## config.mk

```make
export PLATFORM = sky130hd
export DESIGN_NAME = acop_top
export DESIGN_NICKNAME = d
export VERILOG_FILES = /design/src/acop_pkg.sv /design/src/acop_top.sv
export VERILOG_INCLUDE_DIRS = /design/src /design/src/src
export SDC_FILE = /design/constraint.sdc
export NUM_CORES = 1
export LEC_CHECK = 0
export BUFFER_PORTS_ARGS = -buffer_cell sky130_fd_sc_hd__buf_2
export CORE_MARGIN = 2
export CORE_UTILIZATION = 56
export DETAILED_ROUTE_END_ITERATION = 6
export PLACE_DENSITY = 0.86
export SYNTH_ARGS = -nofsm -noshare
export SYNTH_HDL_FRONTEND = slang
export SYNTH_SLANG_ARGS = --single-unit
```

## constraint.sdc

```tcl
create_clock -name clk_i -period 4.31 [get_ports clk_i]
set_clock_uncertainty 0.1 [all_clocks]
set_input_delay 0.431 -clock clk_i [delete_from_list [all_inputs] [get_ports clk_i]]
set_output_delay 0.431 -clock clk_i [all_outputs]
set_load 0.01 [all_outputs]
```

## src/acop_cfg.svh

```systemverilog
// Offsets, field positions, reset values and timing counts of the block.
// Assumes inclusion by bare name from files that use these macros.
`ifndef ACOP_CFG_SVH
`define ACOP_CFG_SVH

// Register byte offsets on the Wishbone slave
`define ACOP_OFF_CTRL 5'h00
`define ACOP_OFF_STAT 5'h04
`define ACOP_OFF_IRQ_STAT 5'h08
`define ACOP_OFF_IRQ_MASK 5'h0c
`define ACOP_OFF_LAST_WORD 5'h10

// Field positions
`define ACOP_CTRL_CAL_BIT 0
`define ACOP_STAT_CALIB_BIT 0
`define ACOP_STAT_DONE_BIT 1
`define ACOP_STAT_FULL_BIT 2
`define ACOP_IRQ_CAL_END_BIT 0
`define ACOP_IRQ_OVR_BIT 1
`define ACOP_LAST_OVR_BIT 14

// Reset values
`define ACOP_CTRL_RST 1'h0
`define ACOP_MASK_RST 2'h0

// Timing counts in converter clock cycles
`define ACOP_PIPE_DEPTH 4
`define ACOP_CAL_CYCLES 17400

`endif

```

## src/acop_pkg.sv

```systemverilog
// Types shared by the converter control and output port block.
// Assumes acop_cfg.svh for numeric constants.
package acop_pkg;

    // One conversion result with its over-range flag
    typedef struct packed {
        logic over;
        logic [13:0] data;
    } acop_word_t;

    // Calibration control states, Gray along normal -> cal -> normal
    typedef enum logic [1:0] {
        ACOP_NORMAL = 2'h0,
        ACOP_CALIB = 2'h1
    } acop_state_t;

    // Three-stage pin synchroniser with agreement filter
    typedef struct packed {
        logic [2:0] sync;
        logic level;
    } acop_pin_t;

endpackage

```

## src/acop_top.sv

```systemverilog
// Converter control: calibration sequencing, 4-deep result pipeline,
// three-state output port with data-valid clock, Wishbone slave, irq.
// Assumes conv_clk_i, cal_request_i and out_enable_i are asynchronous
// pins; raw_word_i comes from the quantizer logic on clk_i.
//
// The address map and the Wishbone interface to the registers were decided locally.
`timescale 1ns/10ps
`include "acop_cfg.svh"

// Summary of operation
// - Request low converts normally; driving it high starts calibration.
// - Done output low during calibration, high in normal conversion.
// - Output enable low floats data and flag; high drives them all.
// - Data-valid clock output lets outside logic latch each word.
// - Each output word carries an over-range flag bit beside it.
// - Each word appears four sampling periods after its sample.
// - Calibration lasts 17,400 converter clock cycles before normal mode.
module acop_top #(
    parameter int CAL_CYCLES = `ACOP_CAL_CYCLES
) (
    input wire logic clk_i,
    input wire logic rst_i,
    input wire logic conv_clk_i,
    input wire logic cal_request_i,
    input wire logic out_enable_i,
    input wire acop_pkg::acop_word_t raw_word_i,
    output logic [13:0] sample_word_o,
    output logic [13:0] sample_word_oe_n_o,
    output logic over_range_flag_o,
    output logic over_range_flag_oe_n_o,
    output logic word_valid_clk_o,
    output logic cal_done_o,
    output logic irq_o,
    input wire logic wb_cyc_i,
    input wire logic wb_stb_i,
    input wire logic wb_we_i,
    input wire logic [4:0] wb_adr_i,
    input wire logic [3:0] wb_sel_i,
    input wire logic [31:0] wb_dat_i,
    output logic [31:0] wb_dat_o,
    output logic wb_ack_o
);

    localparam int PD = `ACOP_PIPE_DEPTH;

    acop_pkg::acop_pin_t ck_r, ck_nxt;
    acop_pkg::acop_pin_t rq_r, rq_nxt;
    acop_pkg::acop_pin_t oe_r, oe_nxt;
    acop_pkg::acop_state_t state_r, state_nxt;
    acop_pkg::acop_word_t pipe_r [PD], pipe_nxt [PD];
    acop_pkg::acop_word_t out_r, out_nxt;
    logic [14:0] cal_cnt_r, cal_cnt_nxt;
    logic [2:0] fill_r, fill_nxt;
    logic req_prev_r, req_prev_nxt;
    logic dav_r, dav_nxt;
    logic ctrl_cal_r, ctrl_cal_nxt;
    logic [1:0] irq_stat_r, irq_stat_nxt;
    logic [1:0] irq_mask_r, irq_mask_nxt;
    logic ack_r, ack_nxt;
    logic [31:0] rdat_r, rdat_nxt;
    logic ck_rise, ck_fall, req_now, wr_hit, cal_end;
    logic [1:0] irq_set;

    // Pin synchronisers: three flops, level follows when stages 2 and 3 agree
    function automatic acop_pkg::acop_pin_t pin_step(
        input acop_pkg::acop_pin_t p,
        input logic pin
    );
        acop_pkg::acop_pin_t n;
        n.sync = {p.sync[1:0], pin};
        n.level = (p.sync[1] == p.sync[2]) ? p.sync[2] : p.level;
        return n;
    endfunction

    // Edge and event decode
    always_comb begin
        ck_nxt = pin_step(ck_r, conv_clk_i);
        rq_nxt = pin_step(rq_r, cal_request_i);
        oe_nxt = pin_step(oe_r, out_enable_i);
        ck_rise = ck_nxt.level & ~ck_r.level;
        ck_fall = ~ck_nxt.level & ck_r.level;
        req_now = rq_r.level | ctrl_cal_r;
        wr_hit = wb_cyc_i & wb_stb_i & wb_we_i & ack_r; // Lands with ack
    end

    // Calibration sequencer and result pipeline
    always_comb begin
        state_nxt = state_r;
        cal_cnt_nxt = cal_cnt_r;
        req_prev_nxt = req_now;
        fill_nxt = fill_r;
        out_nxt = out_r;
        dav_nxt = dav_r;
        cal_end = 1'b0;
        for (int i = 0; i < PD; i++) begin
            pipe_nxt[i] = pipe_r[i];
        end
        case (state_r)
            acop_pkg::ACOP_NORMAL: begin
                if (req_now & ~req_prev_r) begin
                    state_nxt = acop_pkg::ACOP_CALIB;
                    cal_cnt_nxt = '0;
                    fill_nxt = '0;
                end
            end
            acop_pkg::ACOP_CALIB: begin
                // Counts only real converter clock edges
                if (ck_rise) begin
                    if (cal_cnt_r == 15'(CAL_CYCLES - 1)) begin
                        state_nxt = acop_pkg::ACOP_NORMAL;
                        cal_end = 1'b1;
                    end else begin
                        cal_cnt_nxt = cal_cnt_r + 15'h1;
                    end
                end
            end
            default: state_nxt = acop_pkg::ACOP_NORMAL;
        endcase
        // One sample per converter clock, delivered four periods later
        if (ck_rise) begin
            pipe_nxt[0] = raw_word_i;
            for (int i = 1; i < PD; i++) begin
                pipe_nxt[i] = pipe_r[i-1];
            end
            if (state_r == acop_pkg::ACOP_NORMAL) begin
                out_nxt = pipe_r[PD-1];
                if (fill_r != 3'(PD)) begin
                    fill_nxt = fill_r + 3'h1;
                end
            end
            dav_nxt = 1'b0;
        end else if (ck_fall && state_r == acop_pkg::ACOP_NORMAL &&
                     fill_r == 3'(PD)) begin
            dav_nxt = 1'b1;
        end
        // Word clock parks low from the edge that enters calibration
        if (state_nxt == acop_pkg::ACOP_CALIB) begin
            dav_nxt = 1'b0;
        end
    end

    // Interrupt sources: calibration finished, over-range word delivered
    always_comb begin
        irq_set[`ACOP_IRQ_CAL_END_BIT] = cal_end;
        irq_set[`ACOP_IRQ_OVR_BIT] = ck_rise & out_nxt.over &
            (state_r == acop_pkg::ACOP_NORMAL);
    end

    // Wishbone slave: registered ack, a write lands at the acked edge
    always_comb begin
        ctrl_cal_nxt = ctrl_cal_r;
        irq_mask_nxt = irq_mask_r;
        irq_stat_nxt = irq_stat_r;
        ack_nxt = wb_cyc_i & wb_stb_i & ~ack_r;
        rdat_nxt = '0;
        if (wr_hit && wb_sel_i[0]) begin
            case (wb_adr_i)
                `ACOP_OFF_CTRL: ctrl_cal_nxt = wb_dat_i[`ACOP_CTRL_CAL_BIT];
                `ACOP_OFF_IRQ_STAT: irq_stat_nxt = irq_stat_r & ~wb_dat_i[1:0];
                `ACOP_OFF_IRQ_MASK: irq_mask_nxt = wb_dat_i[1:0];
                default: ;
            endcase
        end
        irq_stat_nxt = irq_stat_nxt | irq_set; // Set wins over clear
        if (wb_cyc_i && wb_stb_i && !wb_we_i && !ack_r) begin
            case (wb_adr_i)
                `ACOP_OFF_CTRL: rdat_nxt[`ACOP_CTRL_CAL_BIT] = ctrl_cal_r;
                `ACOP_OFF_STAT: begin
                    rdat_nxt[`ACOP_STAT_CALIB_BIT] =
                        state_r == acop_pkg::ACOP_CALIB;
                    rdat_nxt[`ACOP_STAT_DONE_BIT] = cal_done_o;
                    rdat_nxt[`ACOP_STAT_FULL_BIT] = fill_r == 3'(PD);
                end
                `ACOP_OFF_IRQ_STAT: rdat_nxt[1:0] = irq_stat_r;
                `ACOP_OFF_IRQ_MASK: rdat_nxt[1:0] = irq_mask_r;
                `ACOP_OFF_LAST_WORD: rdat_nxt[`ACOP_LAST_OVR_BIT:0] = out_r;
                default: rdat_nxt = '0;
            endcase
        end
    end

    // State registers
    always_ff @(posedge clk_i) begin
        if (rst_i) begin
            ck_r <= '0;
            rq_r <= '0;
            oe_r <= '0;
            state_r <= acop_pkg::ACOP_NORMAL;
            cal_cnt_r <= '0;
            fill_r <= '0;
            req_prev_r <= 1'b0;
            out_r <= '0;
            dav_r <= 1'b0;
            ctrl_cal_r <= `ACOP_CTRL_RST;
            irq_stat_r <= '0;
            irq_mask_r <= `ACOP_MASK_RST;
            ack_r <= 1'b0;
            rdat_r <= '0;
            for (int i = 0; i < PD; i++) begin
                pipe_r[i] <= '0;
            end
        end else begin
            ck_r <= ck_nxt;
            rq_r <= rq_nxt;
            oe_r <= oe_nxt;
            state_r <= state_nxt;
            cal_cnt_r <= cal_cnt_nxt;
            fill_r <= fill_nxt;
            req_prev_r <= req_prev_nxt;
            out_r <= out_nxt;
            dav_r <= dav_nxt;
            ctrl_cal_r <= ctrl_cal_nxt;
            irq_stat_r <= irq_stat_nxt;
            irq_mask_r <= irq_mask_nxt;
            ack_r <= ack_nxt;
            rdat_r <= rdat_nxt;
            for (int i = 0; i < PD; i++) begin
                pipe_r[i] <= pipe_nxt[i];
            end
        end
    end

    // Output port; enables are low while the pins are driven
    always_comb begin
        sample_word_o = out_r.data;
        over_range_flag_o = out_r.over;
        sample_word_oe_n_o = {14{~oe_r.level}};
        over_range_flag_oe_n_o = ~oe_r.level;
        word_valid_clk_o = dav_r;
        cal_done_o = state_r == acop_pkg::ACOP_NORMAL;
        irq_o = |(irq_stat_r & irq_mask_r);
        wb_ack_o = ack_r;
        wb_dat_o = rdat_r;
    end

endmodule

```

==> parameters.txt, run 1 <==
Parameter                              Value

Finish
  Net total in the final layout ... 721
  Leading cell type in the layout, fill and taps excluded ... sky130_fd_sc_hd__nand2_1
  Commonest non-fill, non-tap cells in the layout ... 171 x sky130_fd_sc_hd__nand2_1, 130 x sky130_fd_sc_hd__dfxtp_1, 88 x sky130_fd_sc_hd__a21oi_1, 78 x sky130_fd_sc_hd__buf_2, 22 x sky130_fd_sc_hd__nor2_1
  Area delta synth->final ... 17.81%
  Antenna cell count ... 0
  Ratio of cells with drive above 1 in the final layout ... 19.19%
  Count of fill cells added during filler insertion ... 675

Global route
  Aggregate global routing overflow ... 0
  Total track usage ... 21.55%
  Largest net degree at the start of global routing ... 104
  Initial antenna violation count ... 0
  Wire length of the first global-routing pass ... 17.41 mm
  Vias in the first global route ... 3924

Logic synthesis
  Most used DFF post-synth ... sky130_fd_sc_hd__dfxtp_1
  Number of enable-type register cells in the synthesized netlist ... 0
  Average size of a mapped cell ... 8.418 µm²
  Unique masters post-synth ... 45
  Share of synthesized area occupied by flip-flops and latches ... 51.52%
  Leading post-synthesis cells by cell area ... sky130_fd_sc_hd__dfxtp_1 52%, sky130_fd_sc_hd__nand2_1 13%, sky130_fd_sc_hd__a21oi_1 8.7%
  Area share of the leading cell type in the synthesized netlist ... 51.52%
  Gate count after technology mapping ... 600
  Cell Area, Synth ... 5051 µm²
  Number of synthesis warnings ... 0
  Synth async-reset ratio ... 0%
  Cell taking the most area after synthesis ... sky130_fd_sc_hd__dfxtp_1
  Seq cells post-synth ... 130

Clock network
  H-tree Lvls ... 4
  Clock insertion delay at the later pin of the skew report ... 510 ps
  Clock tree from TritonCTS ... done
  Number of resized instances in the post-cts repair step ... 0
  CTS Buf Count ... 17
  Root Buffer ... sky130_fd_sc_hd__clkbuf_8
  Buffer levels on the longest clock path ... 2
  Clock-pin slew on the worst setup and hold paths ... 60 ps
  Number of clock sinks seen by CTS ... 130
  CTS hold repair buffers ... 0
  Post-CTS repair timing setup buffer count ... 0

Route
  Routed Antenna Nets ... 0
  Via Count ... 4082
  DRT iter0 DRCs ... 291
  DR DRC count ... 0
  DRT Pass-1 Iters ... 4
  Average wire per standard cell ... 13.36 µm
  Routed Wire Length ... 10.36 mm
  Average vias per placed instance ... 5.267

Worst setup path
  Slack of the worst reg-to-reg path ... 1820 ps
  Reg-to-reg startpoint ... ck_nxt[3]
  Capturing element type of the critical path ... flop
  Worst setup path start ... ck_nxt[3]
  CP Cell Sequence ... nand3b_1 -> buf_4 -> nor3_2 -> a211oi_1 -> a31oi_1 -> nor2_1
  Signal arrival time at the worst endpoint ... 2750 ps
  Data required time of the worst path ... 4570 ps
  Category of the worst setup path launch point ... flop
  Slowest library cell on the worst path ... sky130_fd_sc_hd__nor3_2
  Largest incremental delay on the critical path ... 920 ps
  R2R cell count ... 6
  Critical path peak fanout ... 64
  Critical register-to-register path endpoint ... fill_r[0]
  Crit path kind ... flop to flop

Die
  Initial cell density of the core ... 57.92%
  Die Span Y ... 98.97 µm
  DIE AREA ... 9795 µm²
  Number of rows created at floorplan ... 34
  I/O pin count ... 130
  Horiz. Die Dim ... 98.97 µm
  Placeable Area ... 8721 µm²

STA
  Fraction of the cycle the final worst path needs ... 57.88%
  Max-slew violation count ... 0
  Least setup slack across all paths after layout ... 1816 ps
  Total count of hold-check failures in the final report ... 0
  Time the worst path needs with I/O delays and setup ... 2494 ps
  Worst slack on hold paths ... 25.61 ps
  Total of endpoints with negative setup slack in the final report ... 0
  Max-Slew Margin vs Limit ... 24.87%
  Least-Margin Pin Slew ... 1121 ps
  RSZ-0062 raised after global routing ... no
  Setup TNS Final ... 0 ps
  Timing-limited maximum frequency ... 400.9 MHz

Hold path
  Min-Delay Endpoint ... oe_nxt[2]
  Cell depth of the worst min-delay path ... 2
  HP Class ... primary input to flop
  Worst hold start ... out_enable_i

Power
  Fraction of power consumed by the clock network ... 55.3%
  Combinational share of power ... 2.0%
  Power per Cell Area ... 475.7 nW/µm²
  Worst IR drop on VDD ... 0.0003208 V
  Internal power consumption ... 0.002239 W
  P_sw ... 0.0005916 W
  Share of power burned in registers ... 42.7%
  Net switching fraction of the power ... 20.90%
  Static leakage power ... 2.218 nW

Outcome
  Status ... finished, final reports clean

Place
  Detail Placement HPWL ... 6.282 mm
  # port buffers ... 79
  Setup slack at placement ... 1939 ps
  Last weighted congestion value of the routability-driven placer ... 0.9033

Run
  Max cap viols ... 0
[routing by layer]
| layer | routed length (µm) | share of wire, % | vias to the layer above | GRT usage, % |
|---|---|---|---|---|
| li1 | - | - | 2060 | - |
| met1 | 4492 | 43 | 1874 | 26.39 |
| met2 | 5134 | 50 | 136 | 36.49 |
| met3 | 608 | 5.9 | 12 | 4.823 |
| met4 | 122 | 1.2 | 0 | 9.273 |
| met5 | 0 | 0 | - | 0 |
[synthesized netlist by cell type, types with 3 or more instances]
cell	count
sky130_fd_sc_hd__dfxtp_1	130
sky130_fd_sc_hd__o21ai_0	11
sky130_fd_sc_hd__nand3b_1	3
sky130_fd_sc_hd__nand3_1	14
sky130_fd_sc_hd__nand2_1	171
sky130_fd_sc_hd__inv_1	4
sky130_fd_sc_hd__nand4_1	3
sky130_fd_sc_hd__a211oi_2	5
sky130_fd_sc_hd__clkbuf_1	27
sky130_fd_sc_hd__a21oi_1	88
sky130_fd_sc_hd__buf_2	3
sky130_fd_sc_hd__nor3_1	4
sky130_fd_sc_hd__o211ai_1	5
sky130_fd_sc_hd__buf_4	32
sky130_fd_sc_hd__nor2b_1	14
sky130_fd_sc_hd__mux2i_1	4
sky130_fd_sc_hd__or4_1	4
sky130_fd_sc_hd__or3_1	4
sky130_fd_sc_hd__xnor2_1	4
sky130_fd_sc_hd__ha_1	3
sky130_fd_sc_hd__and2_1	15
sky130_fd_sc_hd__nor2_1	22
[area by class of cell]
type,count,area (µm²),share of cell area [%]
sequential,130,2603,43.73
multi-input combinational,420,2131,35.81
clock buffer,17,414.1,6.960
timing repair buffer,81,412.9,6.939
clock inverter,15,240.2,4.037
tap,108,135.1,2.271
inverter,4,15.01,0.2523
[stage by stage]
stage | area, µm² | utilization, % | total power [W] | cells
finish | 5951 | 68.24 | 0.002831 | 775
global route | 5951 | 68.24 | 0.002902 | 775
CTS | 5951 | 68.24 | 0.002850 | 775
detailed placement | 5296 | 60.73 | 0.001291 | 743
global placement | 5296 | 60.73 | 0.001290 | 743
floorplan | 5115 | - | 0.001282 | 617
[critical path, delay by kind of cell, from the launching register on]
kind                   cells  cell delay, ps
AOI/OAI and AO/OA          2             410
buffers and inverters      1             340
DFF                        1             400
and+or+nand+nor            3            1090
[worst max path at each step]
stage	endpoint	slack [ps]	cells past startpoint
after floorplan	cal_cnt_r[8]	2560	7
after global placement	fill_r[0]	2000	6
after detailed placement	fill_r[0]	1940	6
after CTS	fill_r[0]	1810	6
after global routing	fill_r[0]	1580	6
final	fill_r[0]	1820	6
[registers in the layout, indices dropped and copies added (netlist names), 2 cells and up]
name / count
oe_r: 2
irq_stat_r: 2
ck_r: 2
wb_dat_o: 15
rq_r: 2
rq_nxt: 2
fill_r: 3
oe_nxt: 2
sample_word_o: 14
pipe_r: 60
state_r: 2
cal_cnt_r: 15
ck_nxt: 2
irq_mask_r: 2
[power groups by stage]
stage | logic (W) | registers (W) | clock network [W]
2_1_floorplan | 0.0000463 | 0.00124 | 0
3_3_place_gp | 0.0000538 | 0.00124 | 0
3_5_place_dp | 0.0000547 | 0.00124 | 0
4_1_cts | 0.0000548 | 0.00121 | 0.00158
5_1_grt | 0.0000618 | 0.00121 | 0.00163
6_report | 0.0000553 | 0.00121 | 0.00157
[kinds of logic (layout without fill, tap and decap cells)]
logic type	Yosys count	count (layout)	share of synthesized area, %
AO/OA/AOI/OAI	118	118	13.20
XOR/XNOR	6	6	1.040
adder cells (fa/ha/maj)	3	3	0.7432
buffers and inverters	67	117	7.580
flip-flops	130	130	51.52
multiplexers	6	6	1.239
other	1	18	0.07424
AND/OR/NAND/NOR	269	269	24.60
Power figures use the tool's default switching activity.
==> run 2, diff against run 1 <==
--- a/config.mk
+++ b/config.mk
@@ -8,9 +8,9 @@
 export LEC_CHECK = 0
 export BUFFER_PORTS_ARGS = -buffer_cell sky130_fd_sc_hd__buf_2
 export CORE_MARGIN = 2
-export CORE_UTILIZATION = 56
+export CORE_UTILIZATION = 52
 export DETAILED_ROUTE_END_ITERATION = 6
-export PLACE_DENSITY = 0.86
+export PLACE_DENSITY = 0.81
 export SYNTH_ARGS = -nofsm -noshare
 export SYNTH_HDL_FRONTEND = slang
 export SYNTH_SLANG_ARGS = --single-unit
==> constraint.sdc (replaced) <==
create_clock -name clk_i -period 2.3 [get_ports clk_i]
set_clock_uncertainty 0.1 [all_clocks]
set_input_delay 0.23 -clock clk_i [delete_from_list [all_inputs] [get_ports clk_i]]
set_output_delay 0.23 -clock clk_i [all_outputs]
set_load 0.01 [all_outputs]
==> parameters.txt, run 2 (synthesis results as in run 1) <==
Parameter                              Value

Die
  Die Span Y ... 102.6 µm (was 98.97 µm)
  Horiz. Die Dim ... 102.6 µm (was 98.97 µm)
  Placeable Area ... 9328 µm² (was 8721 µm²)
  Initial cell density of the core ... 54.15% (was 57.92%)
  DIE AREA ... 10520 µm² (was 9795 µm²)
  I/O pin count ... 130 (unchanged)
  Number of rows created at floorplan ... 35 (was 34)

Finish
  Antenna cell count ... 0 (unchanged)
  Commonest non-fill, non-tap cells in the layout ... 171 x sky130_fd_sc_hd__nand2_1, 130 x sky130_fd_sc_hd__dfxtp_1, 88 x sky130_fd_sc_hd__a21oi_1, 78 x sky130_fd_sc_hd__buf_2, 31 x sky130_fd_sc_hd__dlygate4sd3_1 (was 171 x sky130_fd_sc_hd__nand2_1, 130 x sky130_fd_sc_hd__dfxtp_1, 88 x sky130_fd_sc_hd__a21oi_1, 78 x sky130_fd_sc_hd__buf_2, 22 x sky130_fd_sc_hd__nor2_1)
  Max reg flops ... 60 (unchanged)
  Net total in the final layout ... 757 (was 721)
  Area delta synth->final ... 24.15% (was 17.81%)
  Finished Layout Cells ... 832 (was 775)
  Count of fill cells added during filler insertion ... 740 (was 675)
  Leading cell type in the layout, fill and taps excluded ... sky130_fd_sc_hd__nand2_1 (unchanged)
  Reg with most FFs ... pipe_r (unchanged)
  Finished Cell Area ... 6271 µm² (was 5951 µm²)
  Ratio of cells with drive above 1 in the final layout ... 18.92% (was 19.19%)

STA
  Total count of hold-check failures in the final report ... 0 (unchanged)
  RSZ-0062 raised after global routing ... no (unchanged)
  Max-Slew Margin vs Limit ... 48.59% (was 24.87%)
  Least setup slack across all paths after layout ... 147.8 ps (was 1816 ps)
  Time the worst path needs with I/O delays and setup ... 2152 ps
  Max-slew violation count ... 0 (unchanged)
  Setup TNS Final ... 0 ps (unchanged)
  Fraction of the cycle the final worst path needs ... 93.57%
  Total of endpoints with negative setup slack in the final report ... 0 (unchanged)
  Least-Margin Pin Slew ... 764.1 ps (was 1121 ps)
  Timing-limited maximum frequency ... 464.6 MHz

Route
  Routed Wire Length ... 10.62 mm (was 10.36 mm)
  DR DRC count ... 0 (unchanged)
  DRT Pass-1 Iters ... 5 (was 4)
  Via Count ... 4261 (was 4082)
  Routed Antenna Nets ... 0 (unchanged)
  DRT iter0 DRCs ... 226 (was 291)
  Average vias per placed instance ... 5.121 (was 5.267)
  Average wire per standard cell ... 12.76 µm (was 13.36 µm)

Worst setup path
  Signal arrival time at the worst endpoint ... 2500 ps (was 2750 ps)
  Critical path peak fanout ... 24 (was 64)
  Capturing element type of the critical path ... flop (unchanged)
  Largest incremental delay on the critical path ... 660 ps (was 920 ps)
  Largest delay contributor family on the critical path ... buffers and inverters (was simple AND/OR/NAND/NOR gates)
  Crit path top cell by count ... sky130_fd_sc_hd__dlygate4sd3_1
  Slack of the worst reg-to-reg path ... 200 ps (was 1820 ps)
  Slowest library cell on the worst path ... sky130_fd_sc_hd__nor4_1 (was sky130_fd_sc_hd__nor3_2)
  CP Cell Sequence ... dlygate4sd3_1 -> buf_4 -> nor4_1 -> nand2_1 -> dlygate4sd3_1 -> nor2_1 (was nand3b_1 -> buf_4 -> nor3_2 -> a211oi_1 -> a31oi_1 -> nor2_1)
  Data required time of the worst path ... 2650 ps (was 4570 ps)
  Category of the worst setup path launch point ... primary input (was flop)
  Number of buffers and inverters on the critical path ... 3 (was 1)
  Crit path kind ... primary input to flop (was flop to flop)

Place
  Detail Placement HPWL ... 6.401 mm (was 6.282 mm)
  Number of cells in the design after placement ... 769 (was 743)
  Setup slack at placement ... 276.9 ps (was 1939 ps)
  Last weighted congestion value of the routability-driven placer ... 0.8912 (was 0.9033)
  # port buffers ... 79 (unchanged)
  Cell area after placement ... 5360 µm² (was 5296 µm²)

Global route
  Total track usage ... 20.99% (was 21.55%)
  Wire length of the first global-routing pass ... 17.51 mm (was 17.41 mm)
  Initial antenna violation count ... 0 (unchanged)
  Largest net degree at the start of global routing ... 81 (was 104)
  Aggregate global routing overflow ... 0 (unchanged)
  Vias in the first global route ... 3955 (was 3924)

Clock network
  Number of resized instances in the post-cts repair step ... 0 (unchanged)
  Number of clock sinks seen by CTS ... 130 (unchanged)
  Clock insertion delay at the later pin of the skew report ... 510 ps (about the same)
  Clock tree from TritonCTS ... done (unchanged)
  Buffer levels on the longest clock path ... 2 (unchanged)
  Clock-pin slew on the worst setup and hold paths ... 60 ps (about the same)
  Root Buffer ... sky130_fd_sc_hd__clkbuf_8 (unchanged)
  CTS Buf Count ... 17 (unchanged)
  H-tree Lvls ... 4 (unchanged)

Power
  Worst IR drop on VDD ... 0.0004293 V (was 0.0003208 V)
  Power per Cell Area ... 806.2 nW/µm² (was 475.7 nW/µm²)
  Static leakage power ... 2.348 nW (was 2.218 nW)

Hold path
  HP Class ... primary input to flop (unchanged)

Run
  Max cap viols ... 0 (unchanged)

Outcome
  Status ... finished, final reports clean (unchanged)
[run 2: power breakdown]
part           internal (W)  leakage (nW)  switching [W]
registers           0.00226          1.05     0.00000630
clock network       0.00165         0.294       0.000992
logic             0.0000644          1.00      0.0000814
total               0.00398          2.35        0.00108
[run 2: per-stage QoR]
step                      utilization, %  hold WS (ps)  total power (W)
after global placement             57.46         318.2         0.002421
after detailed placement           57.46         327.8         0.002425
after CTS                          67.23         36.50         0.005097
after global routing               67.23         93.48         0.005222
after floorplan                        -         258.2         0.002403
final                              67.23         63.13         0.005055
[run 2: path summary, 6_finish.rpt]
| kind | start | endpoint | depth (start not counted) |
|---|---|---|---|
| max | rst_i | wb_dat_o[2] | 6 |
| max reg2reg | cal_cnt_r[0] | cal_cnt_r[3] | 6 |
| min reg2reg | rq_nxt[2] | rq_nxt[3] | 1 |
| min | wb_adr_i[1] | irq_stat_r[0] | 5 |
[run 2: final cells by class]
cell class | count | area [µm²] | area share (%)
Tap cell | 129 | 161.4 | 2.574
Multi-Input combinational cell | 420 | 2131 | 33.98
Clock inverter | 12 | 145.1 | 2.314
Timing Repair Buffer | 117 | 760.7 | 12.13
Sequential cell | 130 | 2603 | 41.50
Clock buffer | 20 | 455.4 | 7.263
Inverter | 4 | 15.01 | 0.2394
[run 2: per-layer routing]
| metal | GRT usage (%) | wire length [µm] |
|---|---|---|
| met5 | 0 | 0 |
| met4 | 9.949 | 156 |
| met3 | 5.288 | 510 |
| met2 | 34.94 | 5275 |
| met1 | 25.53 | 4674 |
[run 2: timing repair]
item / 4_1_cts / 5_1_grt
hold endpoints to repair: 40 / 0
hold buffers: 31 / 0
setup buffers: 0 / 0
[run 2: tightest hold or removal path: stages]
cell and delay [ps]:
sky130_fd_sc_hd__buf_2 120, sky130_fd_sc_hd__nor4b_2 80, sky130_fd_sc_hd__nand3_1 80, sky130_fd_sc_hd__a21oi_1 60, sky130_fd_sc_hd__nor2_1 70
==> run 3, diff against run 2 <==
--- a/config.mk
+++ b/config.mk
@@ -11,6 +11,7 @@
 export CORE_UTILIZATION = 52
 export DETAILED_ROUTE_END_ITERATION = 6
 export PLACE_DENSITY = 0.81
+export SETUP_SLACK_MARGIN = 0.2
 export SYNTH_ARGS = -nofsm -noshare
 export SYNTH_HDL_FRONTEND = slang
 export SYNTH_SLANG_ARGS = --single-unit
==> parameters.txt, run 3 (synthesis results as in run 1) <==
Parameter                              Value

Outcome
  Status ... finished, final reports clean (unchanged)

Power
  Internal power consumption ... 0.003977 W (was 0.003976 W)
  Net switching fraction of the power ... 21.44% (was 21.36%)
  Fraction of power consumed by the clock network ... 52.2% (was 52.3%)
  Combinational share of power ... 3.0% (was 2.9%)
  Power per Cell Area ... 800.7 nW/µm² (was 806.2 nW/µm²)
  Worst IR drop on VDD ... 0.0004296 V (was 0.0004293 V)
  Static leakage power ... 2.363 nW (was 2.348 nW)
  P_sw ... 0.001085 W (was 0.001080 W)
  Share of power burned in registers ... 44.8% (was 44.9%)

Hold path
  HP Class ... primary input to flop (unchanged)

Die
  Horiz. Die Dim ... 102.6 µm (unchanged)
  DIE AREA ... 10520 µm² (unchanged)
  I/O pin count ... 130 (unchanged)
  Number of rows created at floorplan ... 35 (unchanged)
  Placeable Area ... 9328 µm² (unchanged)
  Initial cell density of the core ... 54.15% (unchanged)
  Die Span Y ... 102.6 µm (unchanged)

Global route
  Vias in the first global route ... 3954 (was 3955)
  Wire length of the first global-routing pass ... 17.51 mm (unchanged)
  Initial antenna violation count ... 0 (unchanged)
  Largest net degree at the start of global routing ... 81 (unchanged)
  Total track usage ... 20.99% (unchanged)
  Aggregate global routing overflow ... 0 (unchanged)

Worst setup path
  Crit path kind ... primary input to flop (unchanged)
  Data required time of the worst path ... 2590 ps (was 2650 ps)
  Crit path top cell by count ... sky130_fd_sc_hd__dlygate4sd3_1 (unchanged)
  Slack of the worst reg-to-reg path ... 320 ps (was 200 ps)
  Slowest library cell on the worst path ... sky130_fd_sc_hd__dlygate4sd3_1 (was sky130_fd_sc_hd__nor4_1)
  Category of the worst setup path launch point ... primary input (unchanged)
  Critical path peak fanout ... 5 (was 24)
  Signal arrival time at the worst endpoint ... 2340 ps (was 2500 ps)
  Capturing element type of the critical path ... flop (unchanged)
  CP Cell Sequence ... dlygate4sd3_1 -> buf_2 -> nor4b_4 -> and2_1 -> mux2i_1 -> nor2_1 -> dlygate4sd3_1 (was dlygate4sd3_1 -> buf_4 -> nor4_1 -> nand2_1 -> dlygate4sd3_1 -> nor2_1)
  Largest incremental delay on the critical path ... 570 ps (was 660 ps)

Finish
  Finished Cell Area ... 6322 µm² (was 6271 µm²)
  Area delta synth->final ... 25.17% (was 24.15%)
  Antenna cell count ... 0 (unchanged)
  Final core utilization ... 67.78% (was 67.23%)
  Count of fill cells added during filler insertion ... 730 (was 740)
  Area of the multi-input gates ... 2175 µm² (was 2131 µm²)
  Area taken by flip-flops and latches ... 2603 µm² (unchanged)
  Reg with most FFs ... pipe_r (unchanged)
  Ratio of cells with drive above 1 in the final layout ... 19.43% (was 18.92%)
  Finished Layout Cells ... 834 (was 832)
  Max reg flops ... 60 (unchanged)
  Net total in the final layout ... 759 (was 757)
  Commonest non-fill, non-tap cells in the layout ... 171 x sky130_fd_sc_hd__nand2_1, 130 x sky130_fd_sc_hd__dfxtp_1, 88 x sky130_fd_sc_hd__a21oi_1, 78 x sky130_fd_sc_hd__buf_2, 31 x sky130_fd_sc_hd__dlygate4sd3_1 (unchanged)
  Leading cell type in the layout, fill and taps excluded ... sky130_fd_sc_hd__nand2_1 (unchanged)

Place
  Detail Placement HPWL ... 6.401 mm (unchanged)
  Last weighted congestion value of the routability-driven placer ... 0.8912 (unchanged)
  Setup slack at placement ... 276.9 ps (unchanged)
  Cell area after placement ... 5360 µm² (unchanged)
  Number of cells in the design after placement ... 769 (unchanged)
  # port buffers ... 79 (unchanged)

Clock network
  H-tree Lvls ... 4 (unchanged)
  Number of clock sinks seen by CTS ... 130 (unchanged)
  Root Buffer ... sky130_fd_sc_hd__clkbuf_8 (unchanged)
  CTS Buf Count ... 17 (unchanged)
  Clock insertion delay at the later pin of the skew report ... 510 ps (about the same)
  Clock tree from TritonCTS ... done (unchanged)
  Buffer levels on the longest clock path ... 2 (unchanged)
  Clock-pin slew on the worst setup and hold paths ... 60 ps (about the same)

STA
  Max-Slew Margin vs Limit ... 47.60% (was 48.59%)
  RSZ-0062 raised after global routing ... yes (was no)
  Least setup slack across all paths after layout ... 253.1 ps (was 147.8 ps)
  Max-slew violation count ... 0 (unchanged)
  Setup TNS Final ... 0 ps (unchanged)
  Fraction of the cycle the final worst path needs ... 88.99% (was 93.57%)
  Total of endpoints with negative setup slack in the final report ... 0 (unchanged)
  Least-Margin Pin Slew ... 785.9 ps (was 764.1 ps)
  Time the worst path needs with I/O delays and setup ... 2047 ps (was 2152 ps)
  Total count of hold-check failures in the final report ... 0 (unchanged)
  Timing-limited maximum frequency ... 488.6 MHz (was 464.6 MHz)

Run
  Max cap viols ... 0 (unchanged)

Route
  DRT Pass-1 Iters ... 5 (unchanged)
  Average vias per placed instance ... 5.141 (was 5.121)
  DR DRC count ... 0 (unchanged)
  Via Count ... 4288 (was 4261)
  Routed Wire Length ... 11.10 mm (was 10.62 mm)
  Routed Antenna Nets ... 0 (unchanged)
  DRT iter0 DRCs ... 214 (was 226)
  Average wire per standard cell ... 13.31 µm (was 12.76 µm)
## run 3: cell types whose count changed in the layout (fill, tap and decap cells not counted), sizes merged
cell	before	now
buf	86	87
a21oi	89	90
## run 3: critical path, delay by kind of cell
kind,cells,cell delay (ps)
buffers and inverters,3,1260
AND/OR/NAND/NOR,3,660
multiplexers,1,190
## run 3: area by class of cell
cell class	instances	share of cell area, %
Timing Repair Buffer	118	12.15
Multi-Input combinational cell	421	34.40
Inverter	4	0.2375
Clock inverter	12	2.296
Clock buffer	20	7.204
Sequential cell	130	41.16
Tap cell	129	2.553
## run 3: through the flow
step / total power, W / hold slack (ps)
finish: 0.005062 / 91.71
floorplan: 0.002403 / 258.2
global placement: 0.002421 / 318.2
CTS: 0.005097 / 36.50
global route: 0.005227 / 114.3
detailed placement: 0.002425 / 327.8
## run 3: worst paths after layout
kind,start,end,cells after the start
setup reg to reg,wb_ack_o,ctrl_cal_r,6
hold / removal,wb_adr_i[1],irq_stat_r[0],5
hold reg to reg,rq_nxt[2],rq_nxt[3],1
setup / recovery,wb_adr_i[0],irq_mask_r[1],7
## run 3: timing repair
action	CTS	global route
pin swaps	0	2
buffers inserted	0	1
resized for setup	1	4
setup endpoints to repair	1	10
cloned	0	1
hold buffers	31	0
endpoints found under the hold margin	40	0
## run 3: per-layer routing
layer | track usage, % | up-vias | part of all wire [%]
met5 | 0 | - | 0
met4 | 9.949 | 0 | 1.5
met3 | 5.288 | 16 | 5.7
met2 | 35.04 | 142 | 50
met1 | 25.44 | 1989 | 43
li1 | - | 2141 | -
## run 3: power by group through the flow
stage	Combinational [W]	Sequential [W]	Clock, W
after floorplan	0.0000868	0.00232	0
after global placement	0.000104	0.00232	0
after detailed placement	0.000108	0.00232	0
after CTS	0.000143	0.00227	0.00269
after global routing	0.000164	0.00227	0.00279
final	0.000152	0.00227	0.00264
